**src/rtl/ovr_format_defs.vh**
```
// Purpose: Shared constants for the over-range and output format block
// Assumes: 11-bit sample bus, 32-bit Avalon-MM register port
// Notes:   Byte offsets are word aligned
`ifndef OVR_FORMAT_DEFS_VH
`define OVR_FORMAT_DEFS_VH

// ============================================================
// Register map (byte addresses)
`define REG_CTRL      4'h0
`define REG_STATUS    4'h4
`define REG_MASK      4'h8
`define REG_READOUT   4'hC

// ============================================================
// Control fields
`define CTRL_READOUT      0
`define CTRL_FORMAT       1
`define CTRL_FMT_OVERRIDE 2
`define CTRL_RESET        3'b000

// ============================================================
// Status and mask fields
`define EV_POS_OVR 0
`define EV_NEG_OVR 1
`define EV_WIDTH   2

// ============================================================
// Clamp codes, offset binary
`define CODE_POS_OB 11'h7FF
`define CODE_NEG_OB 11'h000

// ============================================================
// Readout shifter
`define READOUT_LAST 5'h1F

`endif

```
**src/rtl/ovr_format.v**
```verilog
// Purpose: Over-range flagging, clamp codes and output number format
// Assumes: Sample and overload inputs synchronous to clock
// Notes:   One sample per enabled clock; two-cycle bus latency
// Function
// - Shared pin: overload flag, or readout
// - Overload either side raises flag
// - Flag follows overload every sample
// - Positive overload: 7FFh offset, 3FFh twos
// - Negative overload: 000h offset, 400h twos
// - Format from register bit or strap
// - Flag is single-ended whatever interface
//
// The register addresses and the Avalon-MM register port were chosen for this implementation.
`timescale 1ns/10ps
`include "ovr_format_defs.vh"

module ovr_format #(
  parameter DATA_W = 11
) (
  // Clock, reset, enable
  input  wire              clock,
  input  wire              sys_rst,
  input  wire              clk_en,
  // Converter core
  input  wire [DATA_W-1:0] sample_in,
  input  wire              over_pos,
  input  wire              over_neg,
  // Straps and interface select
  input  wire              format_strap_pin,
  input  wire              lvds_select,
  // Sample outputs
  output reg  [DATA_W-1:0] data_out,
  output reg               overrange_or_readout_pin,
  output reg               overrange_flag,
  // Avalon-MM slave
  input  wire [3:0]        avs_address,
  input  wire              avs_read,
  input  wire              avs_write,
  input  wire [31:0]       avs_writedata,
  input  wire [3:0]        avs_byteenable,
  output reg  [31:0]       avs_readdata,
  output reg               avs_waitrequest,
  // Interrupt
  output reg               irq
);

  // ============================================================
  // Format conversion
  // Twos complement from offset binary
  function [DATA_W-1:0] to_fmt;
    input [DATA_W-1:0] code;
    input              twos;
    begin
      to_fmt = twos ? {~code[DATA_W-1], code[DATA_W-2:0]} : code;
    end
  endfunction

  reg  [2:0]           ctrl;
  reg  [`EV_WIDTH-1:0] status;
  reg  [`EV_WIDTH-1:0] mask;
  reg  [31:0]          readout_word;
  reg                  ack;
  reg                  load;
  wire                 serial_bit;
  wire                 ro_busy;

  // Strap wins unless software overrides
  wire twos = ctrl[`CTRL_FMT_OVERRIDE] ? ctrl[`CTRL_FORMAT]
                                       : format_strap_pin;
  wire over_any = over_pos | over_neg;

  // ============================================================
  // Sample path
  reg [DATA_W-1:0] next_data;
  always @* begin
    if (over_pos)
      next_data = to_fmt(`CODE_POS_OB, twos);
    else if (over_neg)
      next_data = to_fmt(`CODE_NEG_OB, twos);
    else
      next_data = to_fmt(sample_in, twos);
  end

  // Flag pin is driven the same for either data interface
  wire unused_if = lvds_select;

  always @(posedge clock or posedge sys_rst) begin
    if (sys_rst) begin
      data_out                 <= {DATA_W{1'b0}};
      overrange_flag           <= 1'b0;
      overrange_or_readout_pin <= 1'b0;
    end else if (clk_en) begin
      data_out       <= next_data;
      overrange_flag <= over_any;
      overrange_or_readout_pin <= ctrl[`CTRL_READOUT] ? serial_bit
                                                      : over_any;
    end
  end

  // ============================================================
  // Register bus
  wire req     = avs_read | avs_write;
  wire hit_sts = avs_read & ~ack & (avs_address == `REG_STATUS);
  reg  [31:0] next_rd;
  always @* begin
    case (avs_address)
      `REG_CTRL:    next_rd = {29'h0000_0000, ctrl};
      `REG_STATUS:  next_rd = {30'h0000_0000, status};
      `REG_MASK:    next_rd = {30'h0000_0000, mask};
      `REG_READOUT: next_rd = {31'h0000_0000, ro_busy};
      default:      next_rd = 32'h0000_0000;
    endcase
  end

  always @(posedge clock or posedge sys_rst) begin
    if (sys_rst) begin
      ctrl            <= `CTRL_RESET;
      mask            <= {`EV_WIDTH{1'b0}};
      status          <= {`EV_WIDTH{1'b0}};
      readout_word    <= 32'h0000_0000;
      ack             <= 1'b0;
      load            <= 1'b0;
      avs_readdata    <= 32'h0000_0000;
      avs_waitrequest <= 1'b1;
      irq             <= 1'b0;
    end else if (clk_en) begin
      load <= 1'b0;
      // Answer one cycle after request seen, then drop
      ack             <= req & ~ack;
      avs_waitrequest <= ~(req & ~ack);
      if (req & ~ack & avs_read)
        avs_readdata <= next_rd;
      if (req & ~ack & avs_write & avs_byteenable[0]) begin
        case (avs_address)
          `REG_CTRL: ctrl <= avs_writedata[2:0];
          `REG_MASK: mask <= avs_writedata[`EV_WIDTH-1:0];
          `REG_READOUT: begin
            readout_word <= avs_writedata;
            load         <= 1'b1;
          end
          default: ;
        endcase
      end
      // Set wins over clear-on-read
      status <= (hit_sts ? {`EV_WIDTH{1'b0}} : status)
              | {over_neg, over_pos};
      irq <= |(status & mask);
    end
  end

  readout_shifter u_shift (
    .clock      (clock),
    .sys_rst    (sys_rst),
    .clk_en     (clk_en),
    .load       (load),
    .word       (readout_word),
    .serial_bit (serial_bit),
    .busy       (ro_busy)
  );

endmodule // ovr_format

```
**src/rtl/readout_shifter.v**
```verilog
// Purpose: Serialises a 32-bit word onto the shared pin, MSB first
// Assumes: One bit per enabled clock
// Notes:   Restarts on load; idles low when done
`timescale 1ns/10ps
`include "ovr_format_defs.vh"

module readout_shifter (
  // Clock and reset
  input  wire        clock,
  input  wire        sys_rst,
  input  wire        clk_en,
  // Control
  input  wire        load,
  input  wire [31:0] word,
  // Serial out
  output reg         serial_bit,
  output reg         busy
);

  reg [31:0] shift;
  reg [4:0]  count;

  always @(posedge clock or posedge sys_rst) begin
    if (sys_rst) begin
      shift      <= 32'h0000_0000;
      count      <= 5'h00;
      busy       <= 1'b0;
      serial_bit <= 1'b0;
    end else if (clk_en) begin
      if (load) begin
        shift      <= {word[30:0], 1'b0};
        serial_bit <= word[31];
        count      <= 5'h00;
        busy       <= 1'b1;
      end else if (busy) begin
        serial_bit <= shift[31];
        shift      <= {shift[30:0], 1'b0};
        count      <= count + 5'h01;
        if (count == `READOUT_LAST - 5'h01)
          busy <= 1'b0;
      end else begin
        serial_bit <= 1'b0;
      end
    end
  end

endmodule // readout_shifter

```
**config.mk**
```make
export PLATFORM = sky130hd
export DESIGN_NAME = ovr_format
export DESIGN_NICKNAME = d
export VERILOG_FILES = /design/src/rtl/ovr_format.v /design/src/rtl/readout_shifter.v
export VERILOG_INCLUDE_DIRS = /design/src /design/src/rtl
export SDC_FILE = /design/constraint.sdc
export NUM_CORES = 1
export LEC_CHECK = 0
export BUFFER_PORTS_ARGS = -buffer_cell sky130_fd_sc_hd__buf_2
export CORE_MARGIN = 4
export CORE_UTILIZATION = 40
export CTS_BUF_LIST = sky130_fd_sc_hd__clkbuf_8
export CTS_CLUSTER_DIAMETER = 30
export DETAILED_ROUTE_END_ITERATION = 10
export PLACE_DENSITY = 0.65
export SETUP_SLACK_MARGIN = 0.02
export SYNTH_ARGS = -nofsm -noshare
export SYNTH_HDL_FRONTEND = slang
export SYNTH_SLANG_ARGS = --single-unit
```
**constraint.sdc**
```tcl
create_clock -name clock -period 3.7 [get_ports clock]
set_clock_uncertainty 0.05 [all_clocks]
set_input_delay 0.74 -clock clock [delete_from_list [all_inputs] [get_ports clock]]
set_output_delay 0.74 -clock clock [all_outputs]
set_load 0.02 [all_outputs]
```
# Yosys cells after proc, flatten, opt, wreduce, memory -nomap -nowiden
# Cells that the tools add are included.
# word_totals
regBits	127
# classes
add_sub_neg	1
eq_ne	4
mux	20
bitwise	13
reduce_logical	8
# op_table
cell	count
32-bit 2-to-1 mux	2
11-bit 2-to-1 mux	5
3-bit case mux with 4 select lines	1
5-bit 2-to-1 mux	2
1-bit 2-to-1 mux	9
3-bit AND reduction	3
4-bit equality test, second input constant	2
1-bit AND	6
5-bit by 1-bit adder with 5-bit output, second input constant	1
5-bit equality test, second input constant	1
4-bit by 3-bit equality test with 1-bit output, second input constant	1
4-bit logical NOT	1
2-bit AND reduction	2
1-bit NOT	3
2-bit AND	1
2-bit 2-to-1 mux	1
1-bit OR	2
2-bit OR	1
2-bit nonzero test	1
2-bit OR reduction	1

# Depth between registers and ports, before layout
# Gate-level depths: netlist of run 1.
# depth
ltp_word	5
mapped_depth	6
mapped_depth_nobuf	5

# By module
# Synthesis of run 1 repeated with hierarchy kept, for this count alone.
# unflattened
hier_cells	387
area_unflattened_um2	4529.3
# modules_own_cells
module	n_inst	cells_each	area_each_um2	seq_area_each_um2
ovr_format	1	213	2741.4	1477.7
readout_shifter	1	174	1788.0	950.9

# Worst setup path after synthesis of run 1
# OpenSTA, ideal clock, no wires.
# synth_timing
kind	input port to flip-flop
startpoint	input avs_address[1]
endpoint	register ctrl[0]
arrival_time_ps	1652
required_time_ps	3525
setup_slack_ps	1874
path_stages	3
n_path_buf	0
cell_sequence	nor4_1 -> and2_1 -> mux2_2
# synth_between
elab_chain_len	2
# synth_lines
item	line_no	source
start, declared	ovr_format.v:36	input wire [3:0] avs_address,
4-bit logical NOT	ovr_format.v:134	case (avs_address)
3-bit AND reduction (no line)	n/a	
end signal, assigned	ovr_format.v:117	ctrl <= `CTRL_RESET;
end signal, assigned	ovr_format.v:135	`REG_CTRL: ctrl <= avs_writedata[2:0];
end, declared	ovr_format.v:58	reg [2:0] ctrl;
# No other way between the ends.
# A chain may end at the register's enable or synchronous reset.

==> results of run 1 <==
area by class of cell:
| type | count | area [um2] |
|---|---|---|
| fill | 996 | 5540 |
| sequential | 97 | 2430 |
| multi-input combinational | 254 | 1690 |
| timing repair buffer | 78 | 403 |
| tap | 136 | 170 |
| clock buffer | 9 | 124 |
| clock inverter | 7 | 83.8 |
| inverter | 5 | 21.3 |
| antenna | 1 | 2.50 |
kinds of logic after synthesis:
group | Yosys count | share of synthesized area [%]
AND/OR/NAND/NOR | 75 | 8.16
buffers and inverters | 53 | 7.84
flip-flops | 97 | 55.9
multiplexers | 70 | 17.5
XOR/XNOR | 1 | 0.202
other | 1 | 0.0864
adder cells (fa/ha/maj) | 2 | 0.576
AO/OA/AOI/OAI | 77 | 9.68
state kept, by name (all words and copies together) (netlist names), 2 cells and up:
name           flops
status             2
u_shift.count      5
mask               2
readout_word      32
avs_readdata       3
data_out          11
ctrl               3
u_shift.shift     31
critical path, cell delays in order:
cell and delay (ps):
buf_2 90, buf_4 350, nand3b_1 290, or4b_1 590
a22o_1 210
metrics by stage:
stage	hold WS [ps]	worst slack, ps
3_3_place_gp	404	1290
5_1_grt	471	1550
3_5_place_dp	421	1270
2_1_floorplan	399	378
4_1_cts	443	1650
6_report	439	1630
cells in the final DEF (no fill, tap or decap), types with 2 or more instances in the layout:
cell type	n
clkbuf_8	9
dfrtp_1	95
a22o_1	4
nand3_1	4
conb_1	29
buf_4	5
and2_1	2
ha_1	2
nor2b_1	2
nand2_1	38
a31oi_1	2
a21oi_1	24
or3_1	3
mux2_2	37
o21ai_0	40
inv_1	3
o211ai_1	2
mux2i_1	31
inv_6	3
nor2_1	17
buf_2	73
layer usage:
layer  share of wire, %  GRT usage [%]
met5                  0              0
met2                 46           20.9
met4               0.95           3.61
met3                7.3           3.88
met1                 46           16.5
power by group through the flow:
| stage | Clock, mW | Combinational [mW] | Sequential [mW] |
|---|---|---|---|
| 5_1_grt | 0.776 | 0.357 | 1.25 |
| 4_1_cts | 0.741 | 0.319 | 1.24 |
| 3_3_place_gp | 0 | 0.308 | 1.25 |
| 6_report | 0.714 | 0.312 | 1.24 |
| 2_1_floorplan | 0 | 0.225 | 1.26 |
| 3_5_place_dp | 0 | 0.318 | 1.26 |
Yosys cell counts (7+ instances only):
cell	instances	area, um2
dfrtp_1	96	2400
o21ai_0	41	205
nand2_1	38	143
mux2_2	37	417
mux2i_1	31	310
buf_4	29	218
a21oi_1	24	120
nor2_1	17	63.8
buf_2	8	40.0
clkbuf_1	7	26.3
path summary, 6_finish.rpt:
kind                                          startpoint                             to  slack [ps]  cells after the start
max                                               clk_en          status[0]$_DFFE_PP0P_        1630                      5
min                        u_shift.shift[11]$_DFFE_PP0P_  u_shift.shift[11]$_DFFE_PP0P_         440                      2
max reg2reg                              ack$_DFFE_PP0P_    readout_word[0]$_DFFE_PP0P_        1730                      3
min reg2reg                u_shift.shift[11]$_DFFE_PP0P_  u_shift.shift[11]$_DFFE_PP0P_         440                      2
max in group asynchronous                        sys_rst   u_shift.count[0]$_DFFE_PP0P_        2350                      3
min in group asynchronous                        sys_rst    readout_word[5]$_DFFE_PP0P_         520                      2
==> impl_metrics.csv, run 1 <==
group,metric,value,unit
cts,clk_latency,350,ps
route,drt_iter0_drc,121,
sta,report.final.slew_viol_count,0,
global_route,grt_max_degree,73,
die,ioPinCount,107,
pwr,p_total,2.26,mW
cts,clkTransAtPathRegs,100,ps
route,firstDrtPassIters,4,
sta,max_freq,483,MHz
global_route,grt_remaining_overflow,0,
cts,cts_sinks,97,
die,core_area,10500,um2
pwr,seqPwrFrac,54.7,%
job,cap_violations,0,
cells_and_area,final_util,47.1,%
sta,period_share,56.0,%
sta,setup_viol,0,
synthesis,async_flop_share,100,%
synthesis,netlist_area,4340,um2
pwr,leakage,2.27,nW
cells_and_area,fin_area,4920,um2
sta,rsz0062_at_grt,"false",
placed_design,dp.cells,570,
cells_and_area,fin_cells,587,
worst_setup_path,cp_max_fo,41,
min_path,min_path_type,"reg -> reg",
sta,tns,0,ps
cts,root_buffer,"clkbuf_8",
global_route,grt_pass1_vias,2910,
global_route,grt_first_pass_wirelength,13400,um
pwr,clkPwrFrac,31.6,%
sta,worst_pin_slew,869,ps
route,viasPerCell,4.87,
placed_design,port_buffers,73,
cts,h-tree-depth,3,
worst_setup_path,cp.arrival,2270,ps
die,die_h,112,um
sta,relSlewSlack,42.0,%
pwr,power_density,460,nW/um2
global_route,antenna_found_initial,0,
die,die_x,112,um
synthesis,synth_enable_flop_cells,0,
cells_and_area,areaGrowthSynthToFinish,13.4,%
route,via_count,2859,
cts,cts_resized,0,
pwr,switching_share,28.5,%
cells_and_area,drive_above_1_share,30.4,%
sta,min_period,2070,ps
worst_setup_path,cp-end-kind,"register",
die,start_util,41.5,%
synthesis,synth_cells,376,
worst_setup_path,worstSetupPathType,"in -> reg",
pwr,p_int,1.62,mW
synthesis,avgSynthCellArea,11.5,um2
synthesis,dominantRegCellSynth,"dfrtp_1",
cts,hold_buffers,0,
synthesis,ys_seq_area_share,55.9,%
route,drtAntennaViolNets,0,
cells_and_area,fin_nets,507,
outcome,status,"finished clean",
global_route,grt_usage,12.8,%
placed_design,place_congestion,0.806,
pwr,p_sw,0.645,mW
placed_design,dpl_cell_area,4710,um2
pwr,ir_drop,0.173,mV
synthesis,synth_warnings,0,
pwr,share_comb_of_total_power,13.8,%
route,avgRoutedWirePerCell,13.4,um
synthesis,synth_cell_type_count,40,
cts,cts_tree,"yes",
cts,cts_max_path_buffers,2,
synthesis,ys_ff_latch,97,
die,die-area,12600,um2
worst_setup_path,worstPathRequired,3900,ps
route,route.detailed.drc,0,
placed_design,place.detailed.hpwl,5390,um
worst_setup_path,critPathLaunchType,"input port",
sta,hold_violations,0,
route,wl,7880,um
die,num_rows,37,
cts,cts_buffers,9,
cts,cts_setup_buffers,0,
Note: power is estimated with default switching activity, not from simulation.
==> run 2: changes to the inputs <==
- PLACE_DENSITY: 0.65 -> 0.67
- clock period: 3.7 -> 1.7 ns (I/O delays scaled with it)
==> run 2 against run 1 <==
Against the previous run:
- hold slack got worse by 370 ps
- flip-flop and latch count is the same
- sequential share of layout area decreased by 0.64 points
- highest routed layer unchanged
- register-to-register slack worse by 1600 ps
- routed wire length is 0.98% higher
- clock power rose by 99%
- cell count is 0.68% higher
- sequential power up 120%
==> impl_metrics.csv, run 2 (synthesis results as in run 1) <==
group,metric,value,unit
cells_and_area,layout_commonest_cell,"dfrtp_1",
global_route,grt_usage,13.1,%
cts,cts_buffers,9,
placed_design,port_buffers,73,
global_route,antenna_found_initial,0,
cells_and_area,largestRegisters,"readout_word (32), u_shift.shift (31), data_out (11)",
sta,tns,0,ps
placed_design,place_congestion,0.769,
cells_and_area,largest_register_ffs,32,
route,viasPerCell,4.86,
global_route,grt_max_degree,98,
cells_and_area,areaGrowthSynthToFinish,14.9,%
sta,max_freq,625,MHz
cells_and_area,final_util,47.7,%
placed_design,place.detailed.hpwl,5480,um
sta,worst_pin_slew,513,ps
worst_setup_path,cp.arrival,1800,ps
route,via_count,2871,
global_route,grt_first_pass_wirelength,13600,um
cts,root_buffer,"clkbuf_8",
cells_and_area,insertedDiodeCount,0,
min_path,min_path_type,"in -> async",
cts,cts_tree,"yes",
pwr,power_density,967,nW/um2
sta,relSlewSlack,65.8,%
cts,cts_setup_buffers,0,
cts,cts_max_path_buffers,2,
cells_and_area,drive_above_1_share,31.2,%
sta,min_period,1600,ps
cts,clkTransAtPathRegs,90,ps
route,route.detailed.drc,0,
route,dr_wl_met2,3690,um
route,dr.max_layer_used,"met4",
cells_and_area,regMostFlops,"readout_word",
cts,hold_buffers,0,
die,core_area,10500,um2
cts,cts_resized,0,
worst_setup_path,cp-end-kind,"register",
sta,hold_violations,0,
pwr,leakage,2.31,nW
route,firstDrtPassIters,3,
route,wl_met3,548,um
global_route,grt_remaining_overflow,0,
cells_and_area,fin_nets,512,
job,cap_violations,0,
route,wl,7960,um
worst_setup_path,worstPathRequired,1890,ps
sta,report.final.slew_viol_count,0,
die,ioPinCount,107,
die,die_x,112,um
route,avgRoutedWirePerCell,13.5,um
cells_and_area,final_cell_mix,"95 x dfrtp_1, 73 x buf_2, 40 x o21ai_0, 38 x nand2_1, 37 x mux2_2",
pwr,ir_drop,0.605,mV
die,die-area,12600,um2
cts,clk_latency,360,ps
cts,h-tree-depth,3,
route,drtAntennaViolNets,0,
cts,cts_sinks,97,
sta,rsz0062_at_grt,"false",
sta,setup_viol,0,
die,start_util,41.5,%
die,num_rows,37,
worst_setup_path,cp_max_fo,10,
sta,period_share,94.2,%
global_route,grt_pass1_vias,2868,
route,m1WireLength,3610,um
outcome,status,"finished clean",
sta,whs,65.3,ps
worst_setup_path,worstSetupPathType,"reg -> reg",
route,drt_iter0_drc,113,
worst_setup_path,critPathLaunchType,"register",
die,die_h,112,um
==> run 2: per-layer routing <==
layer	vias up	global-route usage (%)
met1	1380	17.0
met5	-	0
met3	10	3.99
met2	82	21.2
met4	0	4.09
li1	1399	-
==> run 2: area by class of cell <==
type	count	area, um2
flip-flops and latches	97	2430
repair buffers	83	490
clock inverters	6	48.8
fillers	1003	5470
inverters	5	22.5
well taps	136	170
multi-input cells	254	1690
clock buffers	10	138
==> run 2: critical path: stages (launching register included) <==
cell and delay, ps:
dfrtp_1 400, and4b_1 380, nand4_4 170, buf_12 180
mux2_1 300
==> run 2: path summary, 6_finish.rpt <==
check	startpoint	end	slack, ps	cells after the start
max in group asynchronous	sys_rst	readout_word[13]$_DFFE_PP0P_	1150	3
setup reg to reg	ack$_DFFE_PP0P_	readout_word[0]$_DFFE_PP0P_	100	4
hold / removal	sys_rst	avs_readdata[2]$_DFFE_PP0P_	70	3
min in group clock	avs_writedata[14]	readout_word[14]$_DFFE_PP0P_	150	2
setup / recovery	ack$_DFFE_PP0P_	readout_word[0]$_DFFE_PP0P_	100	4
hold reg to reg	avs_readdata[1]$_DFFE_PP0P_	avs_readdata[1]$_DFFE_PP0P_	430	2
==> run 2: through the flow <==
step                cell area (um2)  cells  total power [mW]  setup WS [ps]
CTS                            4990    591              4.93           92.4
floorplan                      4450    404              3.24            163
global placement               4800    575              3.42            109
detailed placement             4800    575              3.46           86.2
global route                   4990    591              5.11           49.9
finish                         4990    591              4.82           98.8
==> run 2: power breakdown <==
part           switching (mW)  internal (mW)  total [mW]
Combinational           0.413          0.292       0.705
Sequential              0.157           2.54        2.70
Clock                   0.827          0.594        1.42
Total                    1.40           3.43        4.82
==> run 3: changes to the inputs <==
- CORE_UTILIZATION: 40 -> 35
- PLACE_DENSITY: 0.67 -> 0.6
- SYNTH_HIERARCHICAL: unset -> 1
==> run 3 against run 2 <==
Against the previous run:
- sequential share of layout area shrank 1.8 points
- clock power down 7%
- maximum frequency rose by 0.23%
- largest cell class unchanged
- routed wire length is 6.0% higher
- total power increased by 5.2%
- highest routed layer unchanged
- setup slack improved by 3.7 ps
- register-to-register slack about the same
- largest power group unchanged
- non-clock buffer count is 2 higher
- critical endpoint is now readout_word[17]$_DFFE_PP0P_
==> impl_metrics.csv, run 3 <==
group,metric,value,unit
outcome,status,"finished clean",
synthesis,async_flop_share,100,%
worst_setup_path,cp-end-kind,"register",
sta,max_freq,626,MHz
sta,period_share,94.0,%
synthesis,synth_warnings,6,
synthesis,netlist_area,4530,um2
route,wl_met3,526,um
synthesis,synth_cell_type_count,40,
global_route,grt_usage,12.0,%
die,core_area,12700,um2
sta,rsz0062_at_grt,"false",
worst_setup_path,critPathLaunchType,"register",
synthesis,dominantRegCellSynth,"dfrtp_1",
placed_design,place.detailed.hpwl,6020,um
job,cap_violations,0,
cts,cts_buffers,9,
synthesis,synth.most_common_cell,"dfrtp_1",
synthesis,avgSynthCellArea,11.7,um2
cells_and_area,layout_commonest_cell,"dfrtp_1",
pwr,power_density,978,nW/um2
sta,min_period,1600,ps
route,wl,8440,um
die,die-area,14800,um2
global_route,grt_max_degree,60,
cells_and_area,areaGrowthSynthToFinish,14.5,%
sta,hold_violations,0,
pwr,leakage,2.44,nW
die,die_x,122,um
route,firstDrtPassIters,4,
worst_setup_path,worstSetupPathType,"reg -> reg",
route,dr_wl_met2,3900,um
cts,hold_buffers,1,
die,ioPinCount,107,
cells_and_area,final_cell_mix,"95 x dfrtp_1, 73 x buf_2, 40 x nand2_1, 39 x o21ai_0, 34 x mux2i_1",
cells_and_area,insertedDiodeCount,0,
synthesis,synth_enable_flop_cells,0,
cts,cts_max_path_buffers,2,
route,via_count,2924,
cts,clkTransAtPathRegs,100,ps
min_path,min_path_type,"in -> reg",
worst_setup_path,cp_max_fo,18,
cells_and_area,largest_register_ffs,32,
cells_and_area,fin_cells,638,
sta,tns,0,ps
cts,cts_resized,0,
worst_setup_path,cp.arrival,1790,ps
cts,root_buffer,"clkbuf_8",
placed_design,place_congestion,0.768,
synthesis,ys_ff_latch,97,
global_route,grt_pass1_vias,2999,
cts,clk_latency,360,ps
route,drt_iter0_drc,151,
cells_and_area,drive_above_1_share,30.9,%
route,drtAntennaViolNets,0,
placed_design,port_buffers,73,
cells_and_area,fin_nets,523,
sta,setup_viol,0,
synthesis,synth_cells,387,
cts,cts_tree,"yes",
cts,h-tree-depth,3,
sta,report.final.slew_viol_count,0,
global_route,grt_first_pass_wirelength,14300,um
sta,fin_ws,102,ps
route,m1WireLength,3970,um
route,route.detailed.drc,0,
placed_design,dp.cells,621,
cts,cts_setup_buffers,0,
die,num_rows,41,
cells_and_area,largestRegisters,"readout_word (32), u_shift/shift (31), data_out (11)",
synthesis,synth_top_area_share,53.0,%
route,dr.max_layer_used,"met4",
cells_and_area,regMostFlops,"readout_word",
global_route,grt_remaining_overflow,0,
die,start_util,35.7,%
worst_setup_path,worstPathRequired,1890,ps
placed_design,preCtsSetupSlack,62.5,ps
global_route,antenna_found_initial,0,
synthesis,synth.top_cells.by_count,"96 x dfrtp_1, 40 x nand2_1, 39 x o21ai_0",
synthesis,ys_seq_area_share,53.6,%
die,die_h,122,um
synthesis,yosysTopAreaCell,"dfrtp_1",
pwr,ir_drop,0.455,mV
route,viasPerCell,4.58,
cts,cts_sinks,97,
synthesis,ys_top_cells_by_area,"dfrtp_1 53%, mux2_4 9.6%, mux2i_1 7.5%",
route,avgRoutedWirePerCell,13.2,um
[run 3: cell count changes in the layout (fill, tap and decap cells not counted), moves of 2 or more]
cell	change
mux2_4	+29
inv_6	-4
o22ai_1	+3
buf_4	+2
nand2_1	+2
mux2_2	-27
mux2i_1	+3
inv_1	+4
clkinvlp_4	+3
[run 3: path summary, 6_finish.rpt]
kind,from,to,slack [ps],cells past startpoint
min in group asynchronous,sys_rst,readout_word[22]$_DFFE_PP0P_,560,4
max in group asynchronous,sys_rst,u_shift/shift[31]$_DFFE_PP0P_,650,4
worst max-delay path,ack$_DFFE_PP0P_,readout_word[17]$_DFFE_PP0P_,100,4
worst max register to register,ack$_DFFE_PP0P_,readout_word[17]$_DFFE_PP0P_,100,4
worst min-delay path,avs_writedata[22],readout_word[22]$_DFFE_PP0P_,150,2
worst min register to register,u_shift/shift[7]$_DFFE_PP0P_,u_shift/shift[7]$_DFFE_PP0P_,430,2
[run 3: cells by family after synthesis]
kind of cell	count (synthesis)	synth area share, %
adders and majority gates	2	0.552
and+or+nand+nor	75	7.76
muxes	73	19.6
AOI/OAI and AO/OA	81	10.1
DFF	97	53.6
buffers and inverters	58	8.31
other	1	0.0828
[run 3: worst max-delay path: stages (launching register included)]
cell and delay, ps:
dfrtp_1 390, and4b_1 380, nand4_4 160, buf_12 200, mux2_4 300
[run 3: through the flow]
| step | hold slack [ps] | util, % | instance area [um2] | power, mW |
|---|---|---|---|---|
| floorplan | 389 | - | 4640 | 3.54 |
| global placement | 403 | 39.5 | 5000 | 3.75 |
| detailed placement | 413 | 39.5 | 5000 | 3.80 |
| CTS | 114 | 40.9 | 5180 | 5.17 |
| global route | 119 | 40.9 | 5180 | 5.40 |
| finish | 147 | 40.9 | 5180 | 5.07 |
[run 3: power breakdown]
part           switching [mW]  leakage (nW)  internal [mW]
Combinational           0.534          1.10          0.435
Sequential              0.212          1.26           2.57
Clock                   0.758        0.0855          0.561
Total                    1.50          2.44           3.57
[run 3: area by class of cell]
type	instances	area (um2)
fillers	1259	7490
flip-flops and latches	97	2430
multi-input cells	260	1840
repair buffers	85	495
well taps	172	215
clock buffers	10	138
clock inverters	6	36.3
inverters	8	33.8
[run 3: metal layers]
layer	vias up	track usage (%)
li1	1436	-
met1	1402	15.7
met2	82	18.8
met3	4	5.25
met4	0	2.03
met5	-	0
